$ cat src/frcb_consts.svh
// Offsets, bit positions, reset values and counts of the run control block
`ifndef FRCB_CONSTS_SVH
`define FRCB_CONSTS_SVH
`define FRCB_AW            12
`define FRCB_CLR_IDX       12'h312
`define FRCB_SET_IDX       12'h313
`define FRCB_MODE0_ADDR    12'h010
`define FRCB_SAP_ADDR      12'h014
`define FRCB_STATE_ADDR    12'h018
`define FRCB_ISTAT_ADDR    12'h020
`define FRCB_ICLR_ADDR     12'h024
`define FRCB_IEN_ADDR      12'h028
`define FRCB_BSEL_ADDR     12'h030
`define FRCB_BDATA_ADDR    12'h034
`define FRCB_B_START       0
`define FRCB_B_EOI         1
`define FRCB_B_SPECIAL     2
`define FRCB_B_GO_OFF      3
`define FRCB_B_DTIM        4
`define FRCB_B_SEARCH      5
`define FRCB_B_LEAVE       6
`define FRCB_B_PERIPH      0
`define FRCB_CTRL_RST      8'h00
`define FRCB_MODE0_RST     8'h00
`define FRCB_SAP_RST       32'h00000000
`define FRCB_LOCK_ADDR     7'h7F
`define FRCB_CLEAR_BYTE    8'h00
`define FRCB_I_GOOD        0
`define FRCB_I_BAD         1
`define FRCB_I_LEAVE       2
`define FRCB_NIRQ          3
`define FRCB_DBUF_BYTES    8
`endif

$ cat src/frcb_pkg.sv
// Types shared by the run control block
package frcb_pkg;
   typedef enum logic [1:0] {
      FRCB_OFFLINE = 2'b00,
      FRCB_IDLE    = 2'b01,
      FRCB_SPECIAL = 2'b10
   } frcb_state_t;
   typedef enum logic [2:0] {
      FRCB_SD1 = 3'b000,
      FRCB_SD2 = 3'b001,
      FRCB_SD3 = 3'b010,
      FRCB_SD4 = 3'b011,
      FRCB_SC  = 3'b100
   } frcb_kind_t;
   typedef struct packed {
      logic       done;
      frcb_kind_t kind;
      logic       err;
      logic       special;
   } frcb_frame_t;
   typedef enum logic [1:0] {
      FRCB_LM_IDLE  = 2'b00,
      FRCB_LM_CLEAR = 2'b01,
      FRCB_LM_SWAP  = 2'b10,
      FRCB_LM_DONE  = 2'b11
   } frcb_lm_t;
endpackage : frcb_pkg

$ cat src/frcb_irq.sv
// Sticky interrupt status, enable and level output
`timescale 1ns/1ps
`include "frcb_consts.svh"
module frcb_irq
   import frcb_pkg::*;
#(
   parameter int N = `FRCB_NIRQ
) (
   input  wire logic         pclk,
   input  wire logic         presetn,
   input  wire logic [N-1:0] event_set,
   input  wire logic         clr_wr,
   input  wire logic         en_wr,
   input  wire logic [N-1:0] wdata,
   input  wire logic         interrupt_done_bit,
   output logic      [N-1:0] status,
   output logic      [N-1:0] enable,
   output logic              irq
);
   logic hold;
   // ------------------------------------------
   // Status and enable
   // ------------------------------------------
   always_ff @(posedge pclk or negedge presetn) begin
      if (!presetn) begin
         status <= '0;
      end else begin
         status <= (status & ~(clr_wr ? wdata : '0)) | event_set;
      end
   end
   always_ff @(posedge pclk or negedge presetn) begin
      if (!presetn) begin
         enable <= '0;
      end else if (en_wr) begin
         enable <= wdata;
      end
   end
   // ------------------------------------------
   // Output, silenced after end of interrupt
   // ------------------------------------------
   always_ff @(posedge pclk or negedge presetn) begin
      if (!presetn) begin
         hold <= 1'b0;
      end else if (|event_set) begin
         hold <= 1'b0;
      end else if (interrupt_done_bit) begin
         hold <= 1'b1;
      end
   end
   always_ff @(posedge pclk or negedge presetn) begin
      if (!presetn) begin
         irq <= 1'b0;
      end else begin
         irq <= |(status & enable) & ~hold & ~interrupt_done_bit;
      end
   end
endmodule : frcb_irq

$ cat src/frcb_lm.sv
// Indication buffers and leave-master sequencer
`timescale 1ns/1ps
`include "frcb_consts.svh"
module frcb_lm
   import frcb_pkg::*;
#(
   parameter int DEPTH = `FRCB_DBUF_BYTES,
   parameter int IW    = $clog2(DEPTH)
) (
   input  wire logic          pclk,
   input  wire logic          presetn,
   input  wire logic          start,
   input  wire logic          fill_valid,
   input  wire logic [IW-1:0] fill_idx,
   input  wire logic [7:0]    fill_data,
   output logic               fill_ready,
   input  wire logic [IW-1:0] rd_idx,
   output logic      [7:0]    rd_data,
   output logic               d_sel,
   output logic               done
);
   logic [7:0]    mem [2*DEPTH];
   frcb_lm_t      st;
   logic [IW-1:0] cnt;
   assign fill_ready = (st == FRCB_LM_IDLE);
   assign done       = (st == FRCB_LM_DONE);
   // ------------------------------------------
   // Sequence
   // ------------------------------------------
   always_ff @(posedge pclk or negedge presetn) begin
      if (!presetn) begin
         st  <= FRCB_LM_IDLE;
         cnt <= '0;
      end else begin
         case (st)
            FRCB_LM_IDLE: begin
               cnt <= '0;
               if (start) begin
                  st <= FRCB_LM_CLEAR;
               end
            end
            FRCB_LM_CLEAR: begin
               cnt <= cnt + 1'b1;
               if (cnt == IW'(DEPTH - 1)) begin
                  st <= FRCB_LM_SWAP;
               end
            end
            FRCB_LM_SWAP: st <= FRCB_LM_DONE;
            FRCB_LM_DONE: st <= FRCB_LM_IDLE;
            default:      st <= FRCB_LM_IDLE;
         endcase
      end
   end
   always_ff @(posedge pclk or negedge presetn) begin
      if (!presetn) begin
         d_sel <= 1'b0;
      end else if (st == FRCB_LM_SWAP) begin
         d_sel <= ~d_sel;
      end
   end
   // ------------------------------------------
   // Buffer memory
   // ------------------------------------------
   always_ff @(posedge pclk) begin
      if (st == FRCB_LM_CLEAR) begin
         mem[{d_sel, cnt}] <= `FRCB_CLEAR_BYTE;
      end else if (fill_valid && fill_ready) begin
         mem[{~d_sel, fill_idx}] <= fill_data;
      end
   end
   always_ff @(posedge pclk or negedge presetn) begin
      if (!presetn) begin
         rd_data <= 8'h00;
      end else begin
         rd_data <= mem[{d_sel, rd_idx}];
      end
   end
endmodule : frcb_lm

$ cat src/frcb_top.sv
// Operating control register block with APB access
// Functional notes
// - The control bits have one set address and one clear address; a one marks a bit to change.
// - The start bit changes only while offline; interrupt done and special mode change any time.
// - Setting start leaves offline for passive idle, or special mode if that bit is set.
// - Leaving offline through start pulses the idle and sync timer start outputs.
// - Writing one to interrupt done silences the interrupt output and the bit drops back to zero.
// - In special mode only special frames are accepted.
// - Go-offline waits for the current job to finish and then enters offline.
// - Setting the delay timer bit stops the timer; clearing it through the clear address resets it.
// - In rate search an SD4 or complete good SD1/SD2/SD3 frame raises the good delimiter event; here a faulty SD4 raises the bad one instead.
// - In rate search a good short acknowledge raises no search event.
// - In rate search a faulty frame raises the bad delimiter event.
// - The leave-master bit acts only while the periphery mode bit is one.
// - Leave-master writes zero to every output byte of the data indication buffer.
// - After the clear, the data and next indication buffers are swapped.
// - Leave-master loads the lock value into the four requester address fields.
// - Leave-master then raises its event and drops the leave-master bit.
//
// Chosen here: the APB register port and the placing of the registers.
`timescale 1ns/1ps
`include "frcb_consts.svh"
module frcb_top
   import frcb_pkg::*;
#(
   parameter int DEPTH = `FRCB_DBUF_BYTES,
   parameter int IW    = $clog2(DEPTH)
) (
   input  wire logic                 pclk,
   input  wire logic                 presetn,
   input  wire logic                 psel,
   input  wire logic                 penable,
   input  wire logic                 pwrite,
   input  wire logic [`FRCB_AW-1:0]  paddr,
   input  wire logic [31:0]          pwdata,
   output logic      [31:0]          prdata,
   output logic                      pready,
   output logic                      pslverr,
   input  wire frcb_frame_t          frame,
   input  wire logic                 job_busy,
   input  wire logic                 fill_valid,
   input  wire logic [IW-1:0]        fill_idx,
   input  wire logic [7:0]           fill_data,
   output logic                      fill_ready,
   output logic                      frame_accept,
   output logic                      idle_timer_start,
   output logic                      sync_timer_start,
   output logic                      delay_timer_stop,
   output logic                      delay_timer_reset,
   output logic                      irq
);
   localparam logic [`FRCB_AW-1:0] SET_ADDR = `FRCB_AW'(`FRCB_SET_IDX << 2);
   localparam logic [`FRCB_AW-1:0] CLR_ADDR = `FRCB_AW'(`FRCB_CLR_IDX << 2);

   logic [7:0]              ctrl;
   logic [7:0]              next_ctrl;
   logic [7:0]              mode0;
   logic [31:0]             sap_req;
   logic [IW-1:0]           buf_sel;
   frcb_state_t             state;
   frcb_state_t             next_state;
   logic                    wr_en;
   logic                    wr_set;
   logic                    wr_clr;
   logic                    mapped;
   logic [7:0]              set_m;
   logic [7:0]              clr_m;
   logic                    periph;
   logic                    lm_start;
   logic                    lm_done;
   logic                    d_sel;
   logic [7:0]              buf_byte;
   logic                    ev_good;
   logic                    ev_bad;
   logic [`FRCB_NIRQ-1:0]   ev;
   logic [`FRCB_NIRQ-1:0]   istat;
   logic [`FRCB_NIRQ-1:0]   ien;
   logic [31:0]             rd_mux;
   logic                    go_offline_now;
   logic                    leave_offline_now;

   // ------------------------------------------
   // APB decode
   // ------------------------------------------
   assign wr_en  = psel && penable && pwrite;
   assign wr_set = wr_en && (paddr == SET_ADDR);
   assign wr_clr = wr_en && (paddr == CLR_ADDR);
   assign pready = 1'b1;
   always_comb begin
      case (paddr)
         SET_ADDR,
         CLR_ADDR,
         `FRCB_MODE0_ADDR,
         `FRCB_SAP_ADDR,
         `FRCB_STATE_ADDR,
         `FRCB_ISTAT_ADDR,
         `FRCB_ICLR_ADDR,
         `FRCB_IEN_ADDR,
         `FRCB_BSEL_ADDR,
         `FRCB_BDATA_ADDR: mapped = 1'b1;
         default:          mapped = 1'b0;
      endcase
   end
   assign pslverr = psel && penable && !mapped;

   // ------------------------------------------
   // Set and clear masks
   // ------------------------------------------
   assign periph = mode0[`FRCB_B_PERIPH];
   always_comb begin
      set_m = wr_set ? pwdata[7:0] : 8'h00;
      clr_m = wr_clr ? pwdata[7:0] : 8'h00;
      if (state != FRCB_OFFLINE) begin
         set_m[`FRCB_B_START] = 1'b0;
         clr_m[`FRCB_B_START] = 1'b0;
      end
      if (!periph || ctrl[`FRCB_B_LEAVE]) begin
         set_m[`FRCB_B_LEAVE] = 1'b0;
      end
      clr_m[`FRCB_B_EOI] = 1'b0;
      set_m[7] = 1'b0;
      clr_m[7] = 1'b0;
   end
   assign lm_start = set_m[`FRCB_B_LEAVE];

   // ------------------------------------------
   // Control bits
   // ------------------------------------------
   always_comb begin
      next_ctrl = ctrl;
      if (ctrl[`FRCB_B_EOI]) begin
         next_ctrl[`FRCB_B_EOI] = 1'b0;
      end
      if (go_offline_now) begin
         next_ctrl[`FRCB_B_START]  = 1'b0;
         next_ctrl[`FRCB_B_GO_OFF] = 1'b0;
      end
      if (lm_done) begin
         next_ctrl[`FRCB_B_LEAVE] = 1'b0;
      end
      next_ctrl = (next_ctrl & ~clr_m) | set_m;
   end
   always_ff @(posedge pclk or negedge presetn) begin
      if (!presetn) begin
         ctrl <= `FRCB_CTRL_RST;
      end else begin
         ctrl <= next_ctrl;
      end
   end

   // ------------------------------------------
   // Operating state
   // ------------------------------------------
   assign leave_offline_now = (state == FRCB_OFFLINE) && ctrl[`FRCB_B_START];
   assign go_offline_now    = (state != FRCB_OFFLINE) && ctrl[`FRCB_B_GO_OFF]
                              && !job_busy;
   always_comb begin
      next_state = state;
      case (state)
         FRCB_OFFLINE: begin
            if (ctrl[`FRCB_B_START]) begin
               next_state = ctrl[`FRCB_B_SPECIAL] ? FRCB_SPECIAL : FRCB_IDLE;
            end
         end
         FRCB_IDLE: begin
            if (go_offline_now) begin
               next_state = FRCB_OFFLINE;
            end else if (ctrl[`FRCB_B_SPECIAL]) begin
               next_state = FRCB_SPECIAL;
            end
         end
         FRCB_SPECIAL: begin
            if (go_offline_now) begin
               next_state = FRCB_OFFLINE;
            end else if (!ctrl[`FRCB_B_SPECIAL]) begin
               next_state = FRCB_IDLE;
            end
         end
         default: next_state = FRCB_OFFLINE;
      endcase
   end
   always_ff @(posedge pclk or negedge presetn) begin
      if (!presetn) begin
         state <= FRCB_OFFLINE;
      end else begin
         state <= next_state;
      end
   end

   // ------------------------------------------
   // Timers
   // ------------------------------------------
   always_ff @(posedge pclk or negedge presetn) begin
      if (!presetn) begin
         idle_timer_start <= 1'b0;
         sync_timer_start <= 1'b0;
      end else begin
         idle_timer_start <= leave_offline_now;
         sync_timer_start <= leave_offline_now;
      end
   end
   always_ff @(posedge pclk or negedge presetn) begin
      if (!presetn) begin
         delay_timer_stop  <= 1'b0;
         delay_timer_reset <= 1'b0;
      end else begin
         delay_timer_stop  <= next_ctrl[`FRCB_B_DTIM];
         delay_timer_reset <= clr_m[`FRCB_B_DTIM];
      end
   end

   // ------------------------------------------
   // Frame filter and rate search
   // ------------------------------------------
   always_ff @(posedge pclk or negedge presetn) begin
      if (!presetn) begin
         frame_accept <= 1'b0;
      end else begin
         frame_accept <= frame.done && (state != FRCB_OFFLINE)
                         && ((state != FRCB_SPECIAL) || frame.special);
      end
   end
   always_comb begin
      ev_good = 1'b0;
      ev_bad  = 1'b0;
      if (frame.done && ctrl[`FRCB_B_SEARCH]) begin
         if (frame.err) begin
            ev_bad = 1'b1;
         end else begin
            case (frame.kind)
               FRCB_SD1,
               FRCB_SD2,
               FRCB_SD3,
               FRCB_SD4: ev_good = 1'b1;
               FRCB_SC:  ev_good = 1'b0;
               default:  ev_good = 1'b0;
            endcase
         end
      end
   end
   always_comb begin
      ev                = '0;
      ev[`FRCB_I_GOOD]  = ev_good;
      ev[`FRCB_I_BAD]   = ev_bad;
      ev[`FRCB_I_LEAVE] = lm_done;
   end

   // ------------------------------------------
   // Mode and requester address registers
   // ------------------------------------------
   always_ff @(posedge pclk or negedge presetn) begin
      if (!presetn) begin
         mode0 <= `FRCB_MODE0_RST;
      end else if (wr_en && (paddr == `FRCB_MODE0_ADDR)) begin
         mode0 <= pwdata[7:0];
      end
   end
   generate
      for (genvar i = 0; i < 4; i++) begin : g_sap
         always_ff @(posedge pclk or negedge presetn) begin
            if (!presetn) begin
               sap_req[8*i +: 8] <= 8'(`FRCB_SAP_RST >> (8*i));
            end else if (lm_done) begin
               sap_req[8*i +: 8] <= {1'b0, `FRCB_LOCK_ADDR};
            end else if (wr_en && (paddr == `FRCB_SAP_ADDR)) begin
               sap_req[8*i +: 8] <= {1'b0, pwdata[8*i +: 7]};
            end
         end
      end
   endgenerate
   always_ff @(posedge pclk or negedge presetn) begin
      if (!presetn) begin
         buf_sel <= '0;
      end else if (wr_en && (paddr == `FRCB_BSEL_ADDR)) begin
         buf_sel <= pwdata[IW-1:0];
      end
   end

   // ------------------------------------------
   // Read data
   // ------------------------------------------
   always_comb begin
      rd_mux = 32'h00000000;
      case (paddr)
         SET_ADDR,
         CLR_ADDR:           rd_mux[7:0] = ctrl;
         `FRCB_MODE0_ADDR:   rd_mux[7:0] = mode0;
         `FRCB_SAP_ADDR:     rd_mux = sap_req;
         `FRCB_STATE_ADDR:   rd_mux[3:0] = {1'b0, d_sel, state};
         `FRCB_ISTAT_ADDR:   rd_mux[`FRCB_NIRQ-1:0] = istat;
         `FRCB_IEN_ADDR:     rd_mux[`FRCB_NIRQ-1:0] = ien;
         `FRCB_BSEL_ADDR:    rd_mux[IW-1:0] = buf_sel;
         `FRCB_BDATA_ADDR:   rd_mux[7:0] = buf_byte;
         default:            rd_mux = 32'h00000000;
      endcase
   end
   always_ff @(posedge pclk or negedge presetn) begin
      if (!presetn) begin
         prdata <= 32'h00000000;
      end else if (psel && !penable && !pwrite) begin
         prdata <= rd_mux;
      end
   end

   // ------------------------------------------
   // Leave-master sequencer and interrupts
   // ------------------------------------------
   frcb_lm #(
      .DEPTH (DEPTH),
      .IW    (IW)
   ) u_lm (
      .pclk       (pclk),
      .presetn    (presetn),
      .start      (lm_start),
      .fill_valid (fill_valid),
      .fill_idx   (fill_idx),
      .fill_data  (fill_data),
      .fill_ready (fill_ready),
      .rd_idx     (buf_sel),
      .rd_data    (buf_byte),
      .d_sel      (d_sel),
      .done       (lm_done)
   );
   frcb_irq #(
      .N (`FRCB_NIRQ)
   ) u_irq (
      .pclk      (pclk),
      .presetn   (presetn),
      .event_set (ev),
      .clr_wr    (wr_en && (paddr == `FRCB_ICLR_ADDR)),
      .en_wr     (wr_en && (paddr == `FRCB_IEN_ADDR)),
      .wdata     (pwdata[`FRCB_NIRQ-1:0]),
      .interrupt_done_bit       (set_m[`FRCB_B_EOI]),
      .status    (istat),
      .enable    (ien),
      .irq       (irq)
   );
endmodule : frcb_top

$ cat config.mk
export PLATFORM = sky130hd
export DESIGN_NAME = frcb_top
export DESIGN_NICKNAME = d
export VERILOG_FILES = /design/src/frcb_pkg.sv /design/src/frcb_irq.sv /design/src/frcb_lm.sv /design/src/frcb_top.sv
export VERILOG_INCLUDE_DIRS = /design/src
export SDC_FILE = /design/constraint.sdc
export NUM_CORES = 1
export LEC_CHECK = 0
export CORE_MARGIN = 2
export CORE_UTILIZATION = 55
export DETAILED_ROUTE_END_ITERATION = 10
export DONT_BUFFER_PORTS = 1
export PLACE_DENSITY = 0.75
export RECOVER_POWER = 100
export SLEW_MARGIN = 0
export SYNTH_ARGS = -nofsm -noshare
export SYNTH_HDL_FRONTEND = slang
export SYNTH_SLANG_ARGS = --single-unit
$ cat constraint.sdc
create_clock -name pclk -period 5.5 [get_ports pclk]
set_input_delay 1.1 -clock pclk [delete_from_list [all_inputs] [get_ports pclk]]
set_output_delay 1.1 -clock pclk [all_outputs]
set_load 0.02 [all_outputs]
### Word-level counts from Yosys, hierarchy flattened

Memories as Yosys holds them, arrays and structs flattened. A register that Yosys moved wholly into a read port is not among the register bits.
Index checks and enable logic that the tools add are counted.

* bits in registers: 103
* RAM bits: 128
* input bits: 68
* output and inout bits: 41
* word-level logic and storage cells: 149
* memories kept: 1

Memory list
* u_lm.mem: words 16, bits a word 8, read ports 1, clocked after Yosys merged registers in 1, wr ports 1, RTL line frcb_lm.sv:22 `logic [7:0] mem [2*DEPTH];`

* add/sub/neg operators: 1
* equality and inequality tests: 25
* mux-type cells: 48
* bitwise logic cells: 12
* reduce and logical (&&, ||, !) cells: 42

Operator list (number)
* 8-bit 2-to-1 mux: 9
* 12-bit by 6-bit == test with 1-bit output (second input constant): 5
* 12-bit by 5-bit == test with 1-bit output (second input constant): 3
* 12-bit == test (second input constant): 2
* 24-bit 2-to-1 mux: 1
* 3-bit case mux with 8 select lines: 1
* 1-bit 2-to-1 mux: 20
* 1-bit logical AND: 19
* 2-bit 2-to-1 mux: 8
* 4-bit case mux with 4 select lines: 1
* 7-bit 2-to-1 mux: 2
* 10-bit OR reduction: 1
* 8-bit bitwise AND: 1
* 7-bit NOT with 8-bit output: 1
* 8-bit by 7-bit OR with 8-bit output: 1
* 2-bit case mux with 4 select lines: 1
* 2-bit nonzero test: 4
* 8-bit OR reduction: 1
* 3-bit bitwise AND: 2
* 2-bit == test (second input constant): 3
* 3-bit by 2-bit == test with 1-bit output (second input constant): 2
* 1-bit zero test: 6
* 2-bit != test (second input constant): 3
* 3-bit != test (second input constant): 2
* other kinds (22): 29

### Depth between registers and ports, before layout

Gate-level depths: netlist of run 1.

* word-level depth: 8
* depth in mapped cells: 8
* mapped depth without buffers: 6

### Cells and area by module

From an unflattened synthesis of run 1, not the netlist that was laid out.

* cell total of the unflattened synthesis: 658
* area, all modules: 9791.9 sq um

Modules (own cells, without submodules)
* frcb_lm: instances 1, cells an instance 279, area each 5696.7 sq um, sequential area each 4194.0 sq um
* frcb_top: instances 1, cells an instance 358, area each 3802.4 sq um, sequential area each 2001.9 sq um
* frcb_irq: instances 1, cells an instance 21, area each 292.8 sq um, sequential area each 200.2 sq um

### Least setup slack after synthesis of run 1

OpenSTA, ideal clock, no wires.

* path kind: input -> output
* start point: in paddr[9]
* end point: out pslverr
* arrival time: 2.548 ns
* data required time: 4.400 ns
* path slack: 1.852 ns
* cell stages on the path: 5
* path buffers: 2
* cells stage by stage: or4_4 > buf_6 > nor4_2 > buf_2 > nor4_1

* word-level cells in the longest chain between the ends: 5
* elaborated cells between the ends (all ways): 14
* those cells by class: 10 x eq/ne; 1 x mux; 3 x reduce/logical

Ends and longest elaborated chain
* start: declaration: RTL line frcb_top.sv:34 `` input wire logic [`FRCB_AW-1:0] paddr, ``
* 12-bit == test (tied with other cells): RTL line frcb_top.sv:90 `case (paddr)`
* 10-bit OR reduction *: RTL line frcb_top.sv:90
* 1-bit 2-to-1 mux *: RTL line frcb_top.sv:90
* 1-bit zero test *: RTL line frcb_top.sv:104 `assign pslverr = psel && penable && !mapped;`
* 1-bit logical AND *: RTL line frcb_top.sv:104
* end: declaration: RTL line frcb_top.sv:38 `output logic pslverr,`

Every way passes the cells marked *; elsewhere a longest branch is shown, timed or not.

### Final worst setup path of run 1

* start point: in paddr[9]
* end point: reg sap_req[1]

* word-level cells in the longest chain between the ends: 3

Ends and longest elaborated chain
* 12-bit by 5-bit == test with 1-bit output
* 1-bit logical AND: RTL line frcb_top.sv:265 `` end else if (wr_en && (paddr == `FRCB_SAP_ADDR)) begin ``
* 2-bit nonzero test (no line)
* end signal: indexed assignment: RTL line frcb_top.sv:262 `` sap_req[8*i +: 8] <= 8'(`FRCB_SAP_RST >> (8*i)); ``
* end signal: indexed assignment: RTL line frcb_top.sv:264 `` sap_req[8*i +: 8] <= {1'b0, `FRCB_LOCK_ADDR}; ``
* end signal: indexed assignment: RTL line frcb_top.sv:266 `sap_req[8*i +: 8] <= {1'b0, pwdata[8*i +: 7]};`
* end: declaration: RTL line frcb_top.sv:58 `logic [31:0] sap_req;`

No other way between the ends.
A chain may end at the register's enable or synchronous reset.

==> results of run 1 <==
-- critical path: stages --
cell      delay [ns]
or4_1           0.72
nor4_4          0.79
clkbuf_1        0.71
nand2_1         0.88
a211o_1         0.52
-- through the flow --
stage	utilization (%)	hold slack (ns)	setup slack (ns)	instances
CTS	61.69	0.2662	1.971	865
floorplan	-	0.4032	1.852	635
global route	61.41	0.2653	0.9277	865
finish	61.41	0.2843	1.151	865
global placement	57.14	0.4076	1.773	823
detailed placement	57.14	0.4260	1.686	823
-- area by class of cell --
cell class                      instances  share of cell area (%)
Clock buffer                           37                   7.080
Clock inverter                          5                  0.3298
Inverter                               11                  0.3887
Multi-Input combinational cell        349                   28.90
Sequential cell                       230                   60.23
Tap cell                              225                   2.650
Timing Repair Buffer                    8                  0.4241
-- layout by cell type (no fill, tap or decap), types with 11 or more instances in the layout --
master / netlist / layout
mux4_2: 40 / 40
clkbuf_16: 0 / 26
edfxtp_1: 128 / 128
o21ai_0: 11 / 11
nand2_1: 15 / 16
inv_1: 11 / 11
dfrtp_1: 102 / 101
a22o_1: 21 / 21
a31oi_1: 13 / 13
a211o_1: 29 / 29
and3_1: 34 / 34
mux2_2: 18 / 18
nor2_1: 37 / 37
-- cell families (layout without fill, tap and decap cells) --
family,after synthesis,in the layout,share of synthesized area (%)
compound gates,107,107,8.533
xor+xnor,1,1,0.08997
fa+ha+maj,7,7,0.8995
buf+inv,56,61,2.519
flops,230,230,65.69
mux,64,64,12.10
other cells,2,4,0.07713
simple gates,166,166,10.09
-- power groups by stage --
stage	clock network, mW	logic, mW	registers, mW
floorplan	0	0.0625	1.89
global placement	0	0.0696	1.89
detailed placement	0	0.0744	1.89
CTS	1.60	0.0748	1.85
global route	1.66	0.0812	1.85
finish	1.58	0.0738	1.85
-- cell usage after synthesis (all sizes together), types with 5 or more instances --
| cell | count | share of area (%) |
|---|---|---|
| buf | 17 | 1.0 |
| o31ai | 5 | 0.39 |
| and3 | 34 | 2.2 |
| ha | 7 | 0.90 |
| nand2b | 8 | 0.51 |
| nand2 | 16 | 0.64 |
| edfxtp | 128 | 39 |
| nor2 | 37 | 1.4 |
| a222oi | 5 | 0.51 |
| mux4 | 40 | 9.3 |
| dfrtp | 102 | 26 |
| nor4 | 9 | 0.86 |
| a211o | 29 | 2.6 |
| inv | 11 | 0.42 |
| clkbuf | 28 | 1.1 |
| nand3b | 7 | 0.54 |
| a31oi | 13 | 0.84 |
| a21oi | 7 | 0.36 |
| mux2 | 21 | 2.5 |
| a22o | 21 | 1.9 |
| and2 | 10 | 0.64 |
| nor3 | 10 | 0.51 |
| o21ai | 11 | 0.57 |
| nor3b | 10 | 0.82 |
-- routing by layer --
| layer | track usage (%) | vias to the layer above | wire length [microns] |
|---|---|---|---|
| li1 | - | 2452 | - |
| met1 | 29.13 | 2877 | 8184 |
| met2 | 38.67 | 256 | 10600 |
| met3 | 4.148 | 48 | 1428 |
| met4 | 8.018 | 0 | 601 |
| met5 | 0 | - | 0 |
-- worst paths after layout --
| path | start | endpoint | slack [ns] | cells past startpoint |
|---|---|---|---|---|
| min in group pclk | ctrl[2]$_DFF_PN0_ | state[0]$_DFFE_PN0P_ | 0.43 | 1 |
| max | paddr[9] | sap_req[1]$_DFFE_PN0P_ | 1.15 | 5 |
| min | presetn | delay_timer_reset$_DFF_PN0_ | 0.28 | 0 |
| min reg2reg | ctrl[2]$_DFF_PN0_ | state[0]$_DFFE_PN0P_ | 0.43 | 1 |
| max in group asynchronous | presetn | buf_sel[0]$_DFFE_PN0P_ | 5.08 | 0 |
| max reg2reg | buf_sel[0]$_DFFE_PN0P_ | u_lm.rd_data[7]$_DFF_PN0_ | 1.75 | 3 |
-- registers in the layout (all words and copies together) (netlist names), 7 cells and up --
name	cells
ctrl	7
prdata	29
u_lm.mem	128
sap_req	28
mode0	8
u_lm.rd_data	8
==> results.md, run 1 <==
* Placed cell area at 9883 sq um
* Number of antenna diodes at 0
* Clock power frac at 45.0%
* Avg Inst Size Synth at 15.38 sq um
* Leakage at 3.901 nW
* Final min period at 4.349 ns
* Power Density at 330.1 nW/um^2
* Failing checks: max-capacitance violations, max-slew violations
* Total grt overflow at 0
* Worst Path Required at 5.89 ns
* Clk pin slew, worst setup/hold paths at 0.06 ns
* Setup crit start kind: primary input
* Final nets at 699
* Ys async rst share at 44.35%
* Synth Warn # at 0
* Total Routed Length at 20810 microns
* Ports at 109
* Placeable Area at 17300 sq um
* RSZ-0062 raised after global routing: false
* Critical path arrival at 4.74 ns
* # port buffers at 0
* Max Clk Rate at 229.9 MHz
* Initial antenna violation count at 0
* CTS tree: yes
* Final Setup Violations at 0
* Kind of critical path: primary input to register
* Slew Viols, Final at 35
* Tcrit/Tclk final at 79.08%
* All-Layer GR Usage at 22.61%
* Cells after synthesis at 633
* Vias in the first global route at 5880
* Die Width at 137.1 microns
* Register area share after synthesis at 65.69%
* Max-capacitance violation count at 1
* Die area at 18780 sq um
* Sw frac at 20.02%
* First-pass GRT wire length at 32310 microns
* Clock Latency Late Sink at 0.51 ns
* Design area at 10620 sq um
* Drt drc at 0
* Global placement routability congestion at 0.8867
* Outcome: finished with violations
* Number of synthesized flops with an enable pin at 128
* Pwr Total at 3.506 mW
* Multi-input logic area at 3069 sq um
* Via count at 5633
* CTS sink count at 230
* Fill cell count at 1239
* # rows at 48
* Final hold violation count at 0
* Post-synth cell types at 56
* DRT Pass-1 Iters at 5
* Switch Pwr at 0.7019 mW
* Int Power at 2.804 mW
* Starting DRC count in detailed routing at 417
* Crit. End Element: register
* Mapped cell area at 9737 sq um
* Sequential share of power at 52.9%
* Hold/Removal Path Class: primary input to asynchronous set/reset pin
* Setup bufs post-CTS at 0
* Max VDD drop at 0.2959 mV
* Register area at 6397 sq um
* Post-DP HPWL at 13680 microns
* Longest Clk Path Bufs at 3
* Post-DR vias/cell at 6.512
* FF+latch count, synth at 230
* H-tree levels at 1
* Setup Skew at 0.006997 ns
* Synthesis-to-layout area growth at 9.085%
* Rel. slew slack at -89.84%
* Post-DRT Antenna Nets at 0
* Root Driver: clkbuf_16
* Ratio of cells with drive above 1 in the final layout at 17.03%
* CTS Hold Bufs at 0
* Gate power share at 2.1%
* Main flop type after synthesis: edfxtp_1
* CP max FO at 28
* CTS buffer count at 24
* Worst-Margin Slew at 2.848 ns
* WL per Instance at 24.06 microns
* Pin count of the biggest net entering global routing at 103
* Die Y at 137.1 microns
* Post-CTS sizing at 0
* Initial core utilization at 56.29%
* Setup TNS Final at 0 ns
Note: power is estimated with default switching activity, not from simulation.
==> inputs of run 2 (changes only) <==
==> constraint.sdc (replaced) <==
create_clock -name pclk -period 4.1 [get_ports pclk]
set_input_delay 0.82 -clock pclk [delete_from_list [all_inputs] [get_ports pclk]]
set_output_delay 0.82 -clock pclk [all_outputs]
set_load 0.02 [all_outputs]
==> run 2 against run 1 <==
Effect of this change: the flow still finishes with violations (max-capacitance violations, max-slew violations); non-clock buffer count grew 1; utilization grew 0.46 points; combinational power grew 57%; clock power grew 48%; power grew 41%; register-to-register slack lost 0.58 ns; critical endpoint is now pslverr; largest cell class unchanged; highest routed layer unchanged.
==> results.md, run 2 (synthesis results as in run 1) <==
* Dpl ws at 1.145 ns
* Root Driver: clkbuf_16
* Final nets at 700
* Slew Viols, Final at 138
* Hold/Removal Path Class: primary input to register
* Initial antenna violation count at 0
* Rel. slew slack at -66.27%
* CTS buffer count at 24
* RSZ-0062 raised after global routing: false
* Clock Latency Late Sink at 0.51 ns
* Setup crit start kind: primary input
* Die Y at 137.1 microns
* CP max FO at 22
* Number of antenna diodes at 0
* Placeable Area at 17300 sq um
* DRT Pass-1 Iters at 6
* Vias in the first global route at 5669
* Longest Clk Path Bufs at 3
* Critical path arrival at 2.63 ns
* Commonest non-fill, non-tap cell in the layout: edfxtp_1
* Failing checks: max-capacitance violations, max-slew violations
* Slowest stage delay, CP at 0.74 ns
* Post-DR vias/cell at 6.487
* Crit. End Element: output pin
* Post-DRT Antenna Nets at 0
* Worst Path Required at 3.28 ns
* Final hold violation count at 0
* Starting DRC count in detailed routing at 392
* CP max-delay cell: or4b_2
* First-pass GRT wire length at 31710 microns
* Post-DP HPWL at 13520 microns
* All-Layer GR Usage at 22.18%
* Critical path's most frequent cell: nor4_1
* Worst setup margin at 0.6483 ns
* # port buffers at 0
* Initial core utilization at 56.29%
* Worst-Margin Slew at 2.494 ns
* Global placement routability congestion at 0.8873
* CTS tree: yes
* Outcome: finished with violations
* Most frequent cells in the layout: edfxtp_1 (128), dfrtp_1 (101), mux4_2 (40)
* Max-capacitance violation count at 2
* Pin count of the biggest net entering global routing at 103
* H-tree levels at 1
* Via count at 5631
* Ports at 109
* Crit-path cells: or4b_2 -> nor4_1 -> clkbuf_1 -> nor4_1
* Kind of critical path: primary input to output pin
* Leakage at 3.948 nW
* Max Clk Rate at 289.7 MHz
* Clk pin slew, worst setup/hold paths at 0.06 ns
* Power Density at 462.3 nW/um^2
* Total grt overflow at 0
* Max VDD drop at 0.3756 mV
* Die Width at 137.1 microns
* Setup Skew at 0.007852 ns
* Setup TNS Final at 0 ns
* Ratio of cells with drive above 1 in the final layout at 17.57%
* Largest registers: u_lm.mem x128, prdata x29, sap_req x28
* # rows at 48
* Fill cell count at 1243
* WL per Instance at 23.78 microns
* CTS sink count at 230
* Top reg by flops: u_lm.mem
* Synthesis-to-layout area growth at 9.907%
* Final Setup Violations at 0
* Total Routed Length at 20640 microns
* Pwr Total at 4.947 mW
* Max reg flops at 128
* Post-CTS sizing at 0
* Tcrit/Tclk final at 84.19%
* Drt drc at 0
* Final min period at 3.452 ns
* Die area at 18780 sq um
## run 2: cell types whose count changed in the layout (fill, tap and decap cells not counted), sizes merged
cell / delta
clkinvlp: -1
clkinv: +2
inv: +1
buf: +1
clkbuf: -5
bufinv: +5
## run 2: stage by stage
stage	std cells	utilization, %	instance area (sq um)	hold slack (ns)
5_1_grt	868	61.87	10700	0.3727
4_1_cts	868	62.33	10780	0.2546
3_5_place_dp	823	57.15	9884	0.4361
6_report	868	61.87	10700	0.3954
2_1_floorplan	635	-	9744	0.4032
3_3_place_gp	823	57.15	9884	0.4076
## run 2: repair_timing
action                    4_1_cts  5_1_grt
buffers inserted                0        0
hold buffers                    1        0
hold endpoints to repair      102        0
## run 2: worst max-delay path, delay by kind of cell
family                 cells  cell delay [ns]
and+or+nand+nor            3             1.22
buffers and inverters      1             0.59
## run 2: where the power goes
part / switching [mW] / leakage [nW] / internal [mW]
logic: 0.0867 / 1.12 / 0.0298
registers: 0.0148 / 2.40 / 2.47
clock network: 0.861 / 0.431 / 1.48
## run 2: final cells by class
type | instances | area (sq um) | area share (%)
Clock inverter | 12 | 187.7 | 1.754
Tap cell | 225 | 281.5 | 2.631
Clock buffer | 32 | 681.9 | 6.372
Inverter | 11 | 41.29 | 0.3858
Timing Repair Buffer | 9 | 53.80 | 0.5027
Sequential cell | 230 | 6397 | 59.78
Multi-Input combinational cell | 349 | 3058 | 28.57
## run 2: metal layers
metal  share of wire (%)  up-vias  routed length, microns  GRT usage, %
met3                 7.3       57                    1498         4.407
met1                  39     2859                    8086         29.07
met4                 3.5        0                     718         6.987
li1                    -     2459                       -             -
met5                   0        -                       0             0
met2                  50      256                   10330         37.53
## run 2: final timing paths
path / slack [ns] / depth (start not counted) / endpoint / startpoint
min in group asynchronous: 1.07 / 1 / u_lm.st[1]$_DFFE_PN0P_ / presetn
max in group asynchronous: 1.39 / 1 / buf_sel[0]$_DFFE_PN0P_ / presetn
min: 0.40 / 1 / delay_timer_reset$_DFF_PN0_ / paddr[2]
min reg2reg: 0.44 / 1 / state[0]$_DFFE_PN0P_ / ctrl[2]$_DFF_PN0_
max: 0.65 / 4 / pslverr / paddr[5]
max reg2reg: 1.17 / 6 / u_lm.mem[3][7]$_DFFE_PP_ / u_lm.st[1]$_DFFE_PN0P_
